## config.mk

```make
export PLATFORM = sky130hd
export DESIGN_NAME = urx_receiver
export DESIGN_NICKNAME = d
export VERILOG_FILES = /design/src/urx_pkg.sv /design/src/urx_buf_if.sv /design/src/urx_rx_buf.sv /design/src/urx_receiver.sv
export SDC_FILE = /design/constraint.sdc
export NUM_CORES = 1
export LEC_CHECK = 0
export ABC_AREA = 1
export BUFFER_PORTS_ARGS = -buffer_cell sky130_fd_sc_hd__buf_2
export CAP_MARGIN = 10
export CORE_AREA = 5 5 110 112
export DETAILED_ROUTE_END_ITERATION = 6
export DIE_AREA = 0 0 115 117
export GPL_TIMING_DRIVEN = 0
export PLACE_DENSITY = 0.76
export SLEW_MARGIN = 20
export SYNTH_ARGS = -nofsm -noshare
export SYNTH_HDL_FRONTEND = slang
export SYNTH_SLANG_ARGS = --single-unit
```

## constraint.sdc

```tcl
create_clock -name I_MCLK -period 3.86 [get_ports I_MCLK]
set_clock_uncertainty 0.2 [all_clocks]
set_input_delay 0 -clock I_MCLK [delete_from_list [all_inputs] [get_ports I_MCLK]]
set_output_delay 0 -clock I_MCLK [all_outputs]
set_load 0.01 [all_outputs]
```

## src/urx_pkg.sv

```systemverilog
// Shared constants and types for the asynchronous serial receive core
package urx_pkg;

  // APB address width and register byte offsets
  localparam int         APB_AW         = 5;
  localparam logic [4:0] OFS_CSR_A      = 5'h00;
  localparam logic [4:0] OFS_CSR_B      = 5'h04;
  localparam logic [4:0] OFS_CSR_C      = 5'h08;
  localparam logic [4:0] OFS_DATA       = 5'h0C;

  // Control and status register A fields
  localparam int BIT_RX_COMPLETE  = 7;
  localparam int BIT_FRAME_ERR    = 4;
  localparam int BIT_OVERRUN      = 3;
  localparam int BIT_PARITY_ERR   = 2;
  localparam int BIT_DOUBLE_SPEED = 1;

  // Control and status register B fields
  localparam int BIT_RXC_IRQ_EN   = 7;
  localparam int BIT_RX_ENABLE    = 4;
  localparam int BIT_NINTH        = 1;

  // Control and status register C fields
  localparam int BIT_PARITY_EN    = 5;
  localparam int BIT_PARITY_ODD   = 4;
  localparam int BIT_STOP_COUNT   = 3;
  localparam int CSZ_LSB          = 0;
  localparam int CSZ_W            = 3;

  // Reset values of the writable controls
  localparam logic       RST_DOUBLE_SPEED = 1'b0;
  localparam logic       RST_RX_ENABLE    = 1'b0;
  localparam logic       RST_RXC_IRQ_EN   = 1'b0;
  localparam logic [1:0] RST_PARITY_MODE  = 2'h0;
  localparam logic       RST_STOP_COUNT   = 1'b0;
  localparam logic [2:0] RST_CHAR_SIZE    = 3'h3;

  // Character size code for nine data bits
  localparam logic [2:0] CSZ_NINE = 3'h7;

  // Oversampling figures: samples per bit and first voting sample
  localparam logic [4:0] SPB_NORMAL = 5'h10;
  localparam logic [4:0] SPB_DOUBLE = 5'h08;
  localparam logic [4:0] SF_NORMAL  = 5'h08;
  localparam logic [4:0] SF_DOUBLE  = 5'h04;

  // Buffer depth and data width
  localparam int BUF_DEPTH = 2;
  localparam int DATA_W    = 9;

  // One buffered character with its own error marks
  typedef struct packed {
    logic              fe;
    logic              dor;
    logic              upe;
    logic [DATA_W-1:0] data;
  } urx_entry_t;

  // Receive state machine
  typedef enum logic [2:0] {
    ST_IDLE   = 3'b000,
    ST_START  = 3'b001,
    ST_DATA   = 3'b010,
    ST_PARITY = 3'b011,
    ST_STOP   = 3'b100
  } urx_state_t;

endpackage

```

## src/urx_buf_if.sv

```systemverilog
// Connection between the receive logic and its character buffer
`timescale 1ns/1ps
interface urx_buf_if;
  import urx_pkg::*;
  logic       push;
  urx_entry_t push_data;
  logic       pop;
  logic       flush;
  logic       full;
  logic       empty;
  urx_entry_t head;

  modport fill  (output push, push_data, pop, flush, input full, empty, head);
  modport store (input push, push_data, pop, flush, output full, empty, head);
endinterface

```

## src/urx_rx_buf.sv

```systemverilog
// Small receive character buffer with flush
`timescale 1ns/1ps
module urx_rx_buf #(
  parameter int DEPTH = urx_pkg::BUF_DEPTH
) (
  input  wire logic I_MCLK,
  input  wire logic I_RST,
  urx_buf_if.store  b
);
  import urx_pkg::*;

  localparam int PW = (DEPTH > 1) ? $clog2(DEPTH) : 1;
  localparam int CW = $clog2(DEPTH + 1);

  urx_entry_t      mem_reg [DEPTH];
  logic [PW-1:0]   wr_ptr_reg;
  logic [PW-1:0]   rd_ptr_reg;
  logic [CW-1:0]   count_reg;
  logic            do_push;
  logic            do_pop;

  // Pointer step with wrap at the buffer depth
  function automatic logic [PW-1:0] step(input logic [PW-1:0] p);
    step = (p == PW'(DEPTH - 1)) ? '0 : p + 1'b1;
  endfunction

  assign b.full  = (count_reg == CW'(DEPTH));
  assign b.empty = (count_reg == '0);
  assign b.head  = mem_reg[rd_ptr_reg];
  assign do_push = b.push & ~b.full;
  assign do_pop  = b.pop & ~b.empty;

  ////////////////////////////////////////////////////////////////////////////
  // Storage; no reset needed, stale slots are never visible
  always_ff @(posedge I_MCLK)
  begin
    if (do_push)
    begin
      mem_reg[wr_ptr_reg] <= b.push_data;
    end
  end

  // Pointers and fill level; flush empties the buffer at once
  always_ff @(posedge I_MCLK or posedge I_RST)
  begin
    if (I_RST)
    begin
      wr_ptr_reg <= '0;
      rd_ptr_reg <= '0;
      count_reg  <= '0;
    end
    else if (b.flush)
    begin
      wr_ptr_reg <= '0;
      rd_ptr_reg <= '0;
      count_reg  <= '0;
    end
    else
    begin
      if (do_push)
      begin
        wr_ptr_reg <= step(wr_ptr_reg);
      end
      if (do_pop)
      begin
        rd_ptr_reg <= step(rd_ptr_reg);
      end
      count_reg <= count_reg + CW'(do_push) - CW'(do_pop);
    end
  end

endmodule

```

## src/urx_receiver.sv

```systemverilog
// Asynchronous serial receiver core with APB registers
// Functional notes
// - Receive complete flag tracks unread buffer content
// - Clearing enable flushes the receive buffer
// - Interrupt requested while flag, enable, global on
// - Error flags stored per buffered character
// - Error flag writes ignored; software writes zeros
// - Error flags never raise interrupts
// - Frame error equals inverted first stop bit
// - Only the first stop bit is checked
// - Overrun: buffer full, shift waiting, new start
// - Overrun cleared when character enters buffer
// - Parity error reads zero when checking off
// - Upper mode bit enables, lower picks odd/even
// - Parity mark kept only if enabled on arrival
// - Disable is immediate, aborts frame, releases pin
// - Data read pops; read status and ninth first
// - Sixteen samples per bit, eight in double speed
// - Start vote on samples 8-10 or 4-6
// - Spike rejected, resync on each valid start
// - Sixteen or eight recovery states per bit
// - Three centre samples, majority decides each bit
// - Recover bits until stop, then store character
// - Centre samples 8,9,10 or 4,5,6
// - Stop bit majority voted, zero sets frame error
//
// The placing of the registers and register access over APB were chosen for this implementation.
`timescale 1ns/1ps
module urx_receiver (
  input  wire logic                        I_MCLK,
  input  wire logic                        I_RST,
  input  wire logic                        I_SAMPLE_TICK,
  input  wire logic                        I_RXD,
  input  wire logic                        I_GLOBAL_IRQ_EN,
  input  wire logic                        I_PSEL,
  input  wire logic                        I_PENABLE,
  input  wire logic                        I_PWRITE,
  input  wire logic [urx_pkg::APB_AW-1:0]  I_PADDR,
  input  wire logic [31:0]                 I_PWDATA,
  output logic      [31:0]                 O_PRDATA,
  output logic                             O_PREADY,
  output logic                             O_PSLVERR,
  output logic                             O_RXC_IRQ,
  output logic                             O_RX_PIN_OVERRIDE
);
  import urx_pkg::*;

  ////////////////////////////////////////////////////////////////////////////
  // Declarations
  urx_buf_if bi ();

  logic        double_speed_reg;
  logic        rx_enable_reg;
  logic        rxc_irq_en_reg;
  logic [1:0]  parity_mode_reg;
  logic        stop_count_reg;
  logic [2:0]  char_size_reg;

  urx_state_t  state_reg;
  logic [4:0]  cnt_reg;
  logic [3:0]  bit_idx_reg;
  logic        last_reg;
  logic        samp0_reg;
  logic        samp1_reg;
  logic [8:0]  shift_reg;
  logic        pbit_reg;
  logic        hold_valid_reg;
  urx_entry_t  hold_reg;
  logic        dor_pending_reg;

  logic [4:0]  spb;
  logic [4:0]  sf;
  logic        vote_point;
  logic        vote;
  logic        start_seen;
  logic        frame_done;
  logic        stop_vote;
  logic [3:0]  nbits;
  urx_entry_t  new_entry;
  logic        push_hold;
  logic        push_new;
  logic        setup;
  logic        access;
  logic        mapped;
  logic        data_read;
  logic [31:0] rdata;

  ////////////////////////////////////////////////////////////////////////////
  // Helpers
  function automatic logic maj3(input logic a, input logic b, input logic c);
    maj3 = (a & b) | (a & c) | (b & c);
  endfunction

  function automatic logic hit(input logic [APB_AW-1:0] a, input logic [4:0] ofs);
    hit = (a == ofs);
  endfunction

  // Character size code to data bit count; reserved codes act as eight
  function automatic logic [3:0] data_bits(input logic [2:0] csz);
    if (csz == CSZ_NINE)
    begin
      data_bits = 4'h9;
    end
    else if (csz[2])
    begin
      data_bits = 4'h8;
    end
    else
    begin
      data_bits = 4'h5 + {2'h0, csz[1:0]};
    end
  endfunction

  ////////////////////////////////////////////////////////////////////////////
  // Sampling geometry follows the speed mode
  assign spb        = double_speed_reg ? SPB_DOUBLE : SPB_NORMAL;
  assign sf         = double_speed_reg ? SF_DOUBLE : SF_NORMAL;
  assign vote_point = I_SAMPLE_TICK & (state_reg != ST_IDLE) & (cnt_reg == sf + 5'h02);
  assign vote       = maj3(samp0_reg, samp1_reg, I_RXD);
  assign nbits      = data_bits(char_size_reg);

  // Falling edge seen while hunting for a start bit
  assign start_seen = rx_enable_reg & I_SAMPLE_TICK & (state_reg == ST_IDLE)
                      & last_reg & ~I_RXD;
  assign frame_done = vote_point & (state_reg == ST_STOP);
  assign stop_vote  = vote;

  // Completed character with its own marks
  always_comb
  begin
    new_entry      = '0;
    new_entry.data = shift_reg;
    new_entry.fe   = ~stop_vote;
    new_entry.dor  = dor_pending_reg;
    new_entry.upe  = parity_mode_reg[1]
                     & ((^shift_reg) ^ pbit_reg ^ parity_mode_reg[0]);
  end

  ////////////////////////////////////////////////////////////////////////////
  // Sample counter and line history; restarts at one on each start edge
  always_ff @(posedge I_MCLK or posedge I_RST)
  begin
    if (I_RST)
    begin
      cnt_reg   <= 5'h00;
      last_reg  <= 1'b1;
      samp0_reg <= 1'b1;
      samp1_reg <= 1'b1;
    end
    else if (!rx_enable_reg)
    begin
      cnt_reg  <= 5'h00;
      last_reg <= 1'b1;
    end
    else if (I_SAMPLE_TICK)
    begin
      last_reg <= I_RXD;
      if (start_seen)
      begin
        cnt_reg <= 5'h01;
      end
      else if (state_reg != ST_IDLE)
      begin
        cnt_reg <= (cnt_reg == spb) ? 5'h01 : cnt_reg + 5'h01;
      end
      // First two centre samples; the third is the live line
      if (cnt_reg == sf)
      begin
        samp0_reg <= I_RXD;
      end
      if (cnt_reg == sf + 5'h01)
      begin
        samp1_reg <= I_RXD;
      end
    end
  end

  ////////////////////////////////////////////////////////////////////////////
  // Frame state machine; leaves at the stop vote so the next edge is caught early
  always_ff @(posedge I_MCLK or posedge I_RST)
  begin
    if (I_RST)
    begin
      state_reg   <= ST_IDLE;
      bit_idx_reg <= 4'h0;
      shift_reg   <= 9'h000;
      pbit_reg    <= 1'b0;
    end
    else if (!rx_enable_reg)
    begin
      state_reg <= ST_IDLE;
    end
    else if (start_seen)
    begin
      state_reg   <= ST_START;
      bit_idx_reg <= 4'h0;
      shift_reg   <= 9'h000;                                        // Short sizes read high bits as zero
    end
    else if (vote_point)
    begin
      unique case (state_reg)
        ST_START:
        begin
          state_reg <= vote ? ST_IDLE : ST_DATA;
        end
        ST_DATA:
        begin
          shift_reg[bit_idx_reg] <= vote;
          bit_idx_reg            <= bit_idx_reg + 4'h1;
          if (bit_idx_reg == nbits - 4'h1)
          begin
            state_reg <= parity_mode_reg[1] ? ST_PARITY : ST_STOP;
          end
        end
        ST_PARITY:
        begin
          pbit_reg  <= vote;
          state_reg <= ST_STOP;
        end
        ST_STOP:
        begin
          state_reg <= ST_IDLE;
        end
        ST_IDLE:
        begin
          state_reg <= ST_IDLE;
        end
      endcase
    end
  end

  ////////////////////////////////////////////////////////////////////////////
  // Shift holding stage and overrun tracking
  assign push_hold = hold_valid_reg & ~bi.full;
  assign push_new  = frame_done & ~bi.full & ~hold_valid_reg;

  always_ff @(posedge I_MCLK or posedge I_RST)
  begin
    if (I_RST)
    begin
      hold_valid_reg  <= 1'b0;
      hold_reg        <= '0;
      dor_pending_reg <= 1'b0;
    end
    else if (!rx_enable_reg)
    begin
      hold_valid_reg  <= 1'b0;
      dor_pending_reg <= 1'b0;
    end
    else
    begin
      if (frame_done)
      begin
        dor_pending_reg <= 1'b0;
      end
      else if (start_seen & bi.full & hold_valid_reg)
      begin
        dor_pending_reg <= 1'b1;
      end
      // Waiting character is lost once a new frame starts shifting
      if (frame_done & ~push_new)
      begin
        hold_valid_reg <= 1'b1;
        hold_reg       <= new_entry;
      end
      else if (push_hold | (start_seen & bi.full))
      begin
        hold_valid_reg <= 1'b0;
      end
    end
  end

  // Buffer feed: held character first, then a fresh one
  assign bi.push      = push_hold | push_new;
  assign bi.push_data = push_hold ? hold_reg : new_entry;
  assign bi.pop       = data_read;
  assign bi.flush     = ~rx_enable_reg;

  urx_rx_buf #(
    .DEPTH (BUF_DEPTH)
  ) u_buf (
    .I_MCLK (I_MCLK),
    .I_RST  (I_RST),
    .b      (bi)
  );

  ////////////////////////////////////////////////////////////////////////////
  // APB decode; zero wait states
  assign setup     = I_PSEL & ~I_PENABLE;
  assign access    = I_PSEL & I_PENABLE;
  assign mapped    = hit(I_PADDR, OFS_CSR_A) | hit(I_PADDR, OFS_CSR_B)
                     | hit(I_PADDR, OFS_CSR_C) | hit(I_PADDR, OFS_DATA);
  assign data_read = access & ~I_PWRITE & hit(I_PADDR, OFS_DATA);
  assign O_PREADY  = 1'b1;
  assign O_PSLVERR = access & ~mapped;

  // Software controls; error bit positions take no write
  always_ff @(posedge I_MCLK or posedge I_RST)
  begin
    if (I_RST)
    begin
      double_speed_reg <= RST_DOUBLE_SPEED;
      rx_enable_reg    <= RST_RX_ENABLE;
      rxc_irq_en_reg   <= RST_RXC_IRQ_EN;
      parity_mode_reg  <= RST_PARITY_MODE;
      stop_count_reg   <= RST_STOP_COUNT;
      char_size_reg    <= RST_CHAR_SIZE;
    end
    else if (access & I_PWRITE)
    begin
      if (hit(I_PADDR, OFS_CSR_A))
      begin
        double_speed_reg <= I_PWDATA[BIT_DOUBLE_SPEED];
      end
      if (hit(I_PADDR, OFS_CSR_B))
      begin
        rxc_irq_en_reg <= I_PWDATA[BIT_RXC_IRQ_EN];
        rx_enable_reg  <= I_PWDATA[BIT_RX_ENABLE];
      end
      if (hit(I_PADDR, OFS_CSR_C))
      begin
        parity_mode_reg <= I_PWDATA[BIT_PARITY_EN:BIT_PARITY_ODD];
        stop_count_reg  <= I_PWDATA[BIT_STOP_COUNT];
        char_size_reg   <= I_PWDATA[CSZ_LSB +: CSZ_W];
      end
    end
  end

  // Read view of the head character and controls
  always_comb
  begin
    rdata = 32'h0000_0000;
    if (hit(I_PADDR, OFS_CSR_A))
    begin
      rdata[BIT_RX_COMPLETE]  = ~bi.empty;
      rdata[BIT_FRAME_ERR]    = ~bi.empty & bi.head.fe;
      rdata[BIT_OVERRUN]      = ~bi.empty & bi.head.dor;
      rdata[BIT_PARITY_ERR]   = ~bi.empty & bi.head.upe & parity_mode_reg[1];
      rdata[BIT_DOUBLE_SPEED] = double_speed_reg;
    end
    else if (hit(I_PADDR, OFS_CSR_B))
    begin
      rdata[BIT_RXC_IRQ_EN] = rxc_irq_en_reg;
      rdata[BIT_RX_ENABLE]  = rx_enable_reg;
      rdata[BIT_NINTH]      = ~bi.empty & bi.head.data[8];
    end
    else if (hit(I_PADDR, OFS_CSR_C))
    begin
      rdata[BIT_PARITY_EN:BIT_PARITY_ODD] = parity_mode_reg;
      rdata[BIT_STOP_COUNT]               = stop_count_reg;
      rdata[CSZ_LSB +: CSZ_W]             = char_size_reg;
    end
    else if (hit(I_PADDR, OFS_DATA))
    begin
      rdata[7:0] = bi.empty ? 8'h00 : bi.head.data[7:0];
    end
  end

  // Read data captured in the setup cycle, before any pop moves the head
  always_ff @(posedge I_MCLK or posedge I_RST)
  begin
    if (I_RST)
    begin
      O_PRDATA <= 32'h0000_0000;
    end
    else if (setup & ~I_PWRITE)
    begin
      O_PRDATA <= rdata;
    end
  end

  ////////////////////////////////////////////////////////////////////////////
  // Level request; error flags deliberately take no part
  assign O_RXC_IRQ         = rxc_irq_en_reg & I_GLOBAL_IRQ_EN & ~bi.empty;
  assign O_RX_PIN_OVERRIDE = rx_enable_reg;

endmodule

```

[Yosys cells after proc, flatten, opt, wreduce, memory -nomap -nowiden]
Memory sizes are Yosys's and may differ from the RTL's.
Index checks and enable logic that the tools add are counted.
Storage, ports and cells
  register bits: 60
  memories kept: 1
  RAM bits: 24
  output and inout bits: 36
  word-level logic and storage cells: 187
Operators by class
  reductions and logical operators: 19
  bitwise gates (word level): 52
  mux-type cells: 57
  order comparisons: 2
  equal/unequal tests: 22
  add/subtract/negate cells: 10
Memories
  u_buf.mem_reg: words 2, bits a word 12, read ports 1, clocked after Yosys merged registers in 0, write ports 1, line urx_rx_buf.sv:15  | urx_entry_t mem_reg [DEPTH];
Operators by type and width (count)
  1-bit bitwise AND: 33
  5-bit two-way mux: 6
  4-bit two-way mux: 7
  9-bit two-way mux: 3
  1-bit two-way mux: 23
  8-bit two-way mux: 2
  5-bit == test: 3
  3-bit two-way mux: 5
  12-bit two-way mux: 1
  2-bit two-way mux: 6
  3-bit by 1-bit != test with 1-bit output (second input constant): 4
  3-bit one-hot mux with 4 select lines: 1
  2-bit AND reduction: 6
  5-bit by 4-bit == test with 1-bit output (second input constant): 2
  1-bit inverter: 10
  9-bit bitwise mux: 1
  3-bit AND reduction: 3
  9-bit parity: 1
  1-bit bitwise OR: 7
  3-bit by 2-bit == test with 1-bit output (second input constant): 2
  3-bit == test (second input constant): 2
  6-bit two-way mux: 1
  4-bit by 1-bit adder with 5-bit output (second input constant): 1
  4-bit by 2-bit adder with 5-bit output (second input constant): 1
  27 further kinds: 31

[Depth between registers and ports, before layout]
  depth after elaboration: 12
  mapped depth: 17

[Hierarchy]
From an unflattened synthesis, not the netlist that was laid out.
Unflattened totals
  cell total of the unflattened synthesis: 591
  area total of the unflattened synthesis: 4827.1 sq um
Modules (own cells, without submodules)
  urx_receiver: instances 1, cells each 492, area each 3701.0 sq um
  urx_rx_buf: instances 1, cells each 99, area each 1126.1 sq um

[Worst setup path after synthesis]
No wires, ideal clock.
  path kind: reg2reg
  start: reg cnt_reg[0]
  end: mem u_buf.mem_reg[0][0] (netlist name), enable pin
  path buffers: 0
  slack: 1.503 ns
  clock period less this slack: 2.357 ns
  cell stages (with the launch flop): 9
  required time: 3.280 ns
  arrival: 1.777 ns
  library setup time: 0.380 ns
  cell sequence: dfrtp_1 inv_1 ha_1 nand3_1 nor2_4 nand3_2 a21oi_2 inv_1 nor2_1
On the way
  longest elaborated chain between the ends: 9
Ends and longest elaborated chain
  from (decl): line urx_receiver.sv:60  | logic [4:0] cnt_reg;
  from (signal assigned): line urx_receiver.sv:164  | cnt_reg <= (cnt_reg == spb) ? 5'h01 : cnt_reg + 5'h01;
  5-bit == test: line urx_receiver.sv:118  | assign vote_point = I_SAMPLE_TICK & (state_reg != ST_IDLE) & (cnt_reg == sf + 5'h02);
  1-bit bitwise AND: line urx_receiver.sv:118
  1-bit bitwise AND: line urx_receiver.sv:125  | assign frame_done = vote_point & (state_reg == ST_STOP);
  1-bit bitwise AND (2 in series): line urx_receiver.sv:235  | assign push_new = frame_done & ~bi.full & ~hold_valid_reg;
  1-bit bitwise OR: line urx_receiver.sv:274  | assign bi.push = push_hold | push_new;
  1-bit bitwise AND: line urx_rx_buf.sv:30  | assign do_push = b.push & ~b.full;
  1-bit two-way mux: line urx_rx_buf.sv:37  | if (do_push)
  1-bit two-way mux (implied by the code): line urx_rx_buf.sv:39  | mem_reg[wr_ptr_reg] <= b.push_data;
  to (decl): line urx_rx_buf.sv:15
Every way passes these cells.

[Final worst setup path]
  start: in I_PADDR[0] (netlist name)
  end: reg u_buf.count_reg[1]
On the way
  longest elaborated chain between the ends: 5
Ends and longest elaborated chain
  from (decl): line urx_receiver.sv:38  | input wire logic [urx_pkg::APB_AW-1:0] I_PADDR,
  5-bit by 4-bit == test with 1-bit output: line urx_receiver.sv:95  | hit = (a == ofs);
  1-bit bitwise AND: line urx_receiver.sv:293  | assign data_read = access & ~I_PWRITE & hit(I_PADDR, OFS_DATA);
  1-bit bitwise AND: line urx_rx_buf.sv:31  | assign do_pop = b.pop & ~b.empty;
  2-bit by 1-bit subtractor with 2-bit output: line urx_rx_buf.sv:68  | count_reg <= count_reg + CW'(do_push) - CW'(do_pop);
  2-bit two-way mux: line urx_rx_buf.sv:52  | else if (b.flush)
  to (signal assigned): line urx_rx_buf.sv:68
  to (decl): line urx_rx_buf.sv:18  | logic [CW-1:0] count_reg;
Every way passes these cells.
A chain may end at the register's enable or synchronous reset.

==> impl_metrics.py <==
metrics = {
    "floorplanning": {
        "design.die.area_sq_um": 13500,
        "core_area_sq_um": 11100,
        "pin_count": 81,
        "die_w_microns": 115,
        "initial_core_util_pct": 43.3,
        "die_y_microns": 117,
        "fp-row-count": 39,
    },
    "job": {
        "cap_violations": 0,
    },
    "clocking": {
        "cts_tree": "yes",
        "hold_buffers": 24,
        "cts_resized": 0,
        "clkTransAtPathRegs_ps": 70,
        "numCtsBuffers": 9,
        "root_buffer": "clkbuf_16",
        "cts_setup_buffers": 0,
        "cts.sinks": 84,
        "cts.htree.levels": 3,
        "cts_buffer_depth": 2,
        "clk_latency_ps": 340,
    },
    "grt": {
        "grt_overflow": 0,
        "grt_usage_pct": 18.0,
        "grt_antenna_before_repair": 0,
        "grt_pass1_vias": 4087,
        "grt_first_pass_wirelength_mm": 19.2,
        "grt_max_degree": 42,
    },
    "setup_path": {
        "worstSetupEndpointType": "flop",
        "arrival_ps": 2820,
        "startpoint_type": "input pin",
        "timing.reg2reg.setup_slack_ps": 1130,
        "worstSetupPathType": "input pin to flop",
        "timing.rr.start": "cnt_reg[0]",
        "worstPathMaxFanout": 7,
        "cp_data_required_time_ps": 3880,
        "critPathLaunch": "I_PADDR[0]",
    },
    "timing": {
        "fmax_ghz": 0.358,
        "slew_viol_final": 0,
        "tightest_slew_ps": 963,
        "relSlewSlack_pct": 35.5,
        "final_hold_viol_count": 0,
        "rsz0062_at_grt": "false",
        "period_needed_ps": 2790,
        "timing.setup.tns_ps": 0,
        "finalCritPeriodShare_pct": 72.4,
        "setup_viol": 0,
    },
    "synth": {
        "synth_top_area_cell": "dfrtp_1",
        "avgSynthCellArea_sq_um": 8.43,
        "yosys_most_used_dff": "dfrtp_1",
        "synth_area_leaders": "dfrtp_1 29%, edfxtp_1 15%, nand2_1 11%",
        "seq_area_frac_synth_pct": 46.2,
        "synth_top_area_share_pct": 28.5,
        "synth_area_sq_um": 4820,
        "synth_seq_cells": 84,
        "yosysWarnings": 0,
        "synth_edf_count": 24,
        "synth_cell_type_count": 48,
        "synthCells": 572,
        "postSynth.asyncResetShare_pct": 71.4,
    },
    "drt": {
        "drc": 0,
        "drt.antenna.violating_nets": 0,
        "wl_mm": 11.4,
        "routed_via_density": 5.02,
        "first_pass_iters": 4,
        "first_iter_violations": 351,
        "via_count": 4064,
        "wl_per_cell_microns": 14.1,
    },
    "final_layout": {
        "nNetsFinal": 718,
        "fillers": 962,
        "drive_gt1_share_pct": 19.8,
        "final_cells": 809,
        "area_delta_synth_final_pct": 20.8,
        "largest_register_ff_count": 24,
        "antenna_cells": 0,
    },
    "pwr": {
        "p_leak_nw": 2.66,
        "power_w": 0.00209,
        "powerDensity_nw_per_um2": 360,
        "vdd_ir_drop_max_uv": 252,
    },
    "place": {
        "gp_congestion": 0.845,
        "port-buffer-count": 30,
        "placedCellCount": 769,
        "dp.final_hpwl_mm": 8.24,
    },
    "min_path": {
        "hold_start": "I_PADDR[1]",
        "hp-class": "input pin to flop",
    },
    "status": {
        "status": "complete, no violations",
    },
}
[where the power goes]
group	internal [W]	leakage [nW]	total, W	switching (W)
Combinational	0.0000871	1.57	0.000207	0.000120
Sequential	0.000929	0.938	0.000949	0.0000207
Clock	0.000572	0.154	0.000937	0.000366
Total	0.00159	2.66	0.00209	0.000507
[metal layers]
metal	GRT usage, %	vias to the layer above	wire length [microns]
met2	31.4	120	5630
met3	4.01	33	723
met4	7.90	0	343
met1	21.4	1915	4730
met5	0	-	0
li1	-	1996	-
[synth_stat cells (all sizes together) (2+ instances only)]
cell,number
buf,31
a31oi,2
o21ai,63
dfstp,5
nand3b,2
nor2,39
nor3,3
inv,77
conb,2
nand3,40
xor2,10
or2,4
ha,12
edfxtp,24
a21oi,17
xnor2,6
dfrtp,55
clkbuf,4
nand4,15
o211ai,4
nand2,143
o31ai,2
o21a,2
mux2,3
[layout make-up]
type                    count  area (sq um)  share of cell area (%)
flip-flops and latches     84          2230                    38.3
multi-input cells         398          2130                    36.5
repair buffers             55           410                    7.05
inverters                  78           295                    5.07
plain buffers              35           259                    4.45
clock buffers               9           225                    3.87
well taps                 143           179                    3.07
clock inverters             7          97.6                    1.68
[path summary, 6_finish.rpt]
path	endpoint	cells after the start
setup / recovery	u_buf.count_reg[1]	13
hold / removal	O_PRDATA[0]	5
setup reg to reg	u_buf.mem_reg[0][6]	8
hold reg to reg	O_PRDATA[7]	1
max in group asynchronous	last_reg	5
min in group asynchronous	cnt_reg[2]	4
[worst max-delay path, cell delays in order]
cell,delay [ps]
dlygate4sd3_1,530
buf_2,120
nor2_2,160
dlygate4sd3_1,620
nand3_1,130
nor2_2,270
nand4_1,230
inv_1,100
ha_1,230
inv_1,70
ha_1,160
xor2_1,150
nor2_1,50
[through the flow]
step                hold WS [ps]  worst slack (ps)  utilization, %  cell area (sq um)
finish                      43.8              1070            52.3               5820
global route                60.7               830            52.3               5820
CTS                         20.2              1100            52.3               5820
detailed placement          -236              1140            47.3               5260
global placement            34.2              1170            47.1               5240
floorplan                   -106              1500               -               4910
[cells by family after synthesis]
group | count (synthesis) | share of synthesized area (%)
and+or+nand+nor | 247 | 24.6
buffers and inverters | 113 | 11.4
AOI/OAI and AO/OA | 95 | 10.8
DFF | 84 | 46.2
xor gates and xnor gates | 16 | 2.91
adders and majority gates | 12 | 3.11
muxes | 3 | 0.701
other | 2 | 0.156
[layout by cell type (no fill, tap or decap), types with 3 or more instances in the layout]
| master | n |
|---|---|
| nand4_1 | 14 |
| inv_2 | 8 |
| nand2_1 | 136 |
| conb_1 | 25 |
| o211ai_1 | 4 |
| inv_1 | 68 |
| nand3_2 | 10 |
| o21ai_0 | 44 |
| a21oi_1 | 16 |
| nand2_2 | 6 |
| inv_6 | 3 |
| dfstp_2 | 5 |
| nor2_2 | 5 |
| buf_4 | 25 |
| o21ai_1 | 17 |
| nor2_4 | 4 |
| nand3_1 | 30 |
| ha_1 | 12 |
| dfrtp_1 | 55 |
| xnor2_1 | 6 |
| dlygate4sd3_1 | 24 |
| mux2_2 | 3 |
| xor2_1 | 10 |
| or2_2 | 4 |
| nor2_1 | 30 |
| clkbuf_16 | 9 |
| edfxtp_1 | 24 |
| buf_2 | 34 |
(Power assumes the default switching activity.)
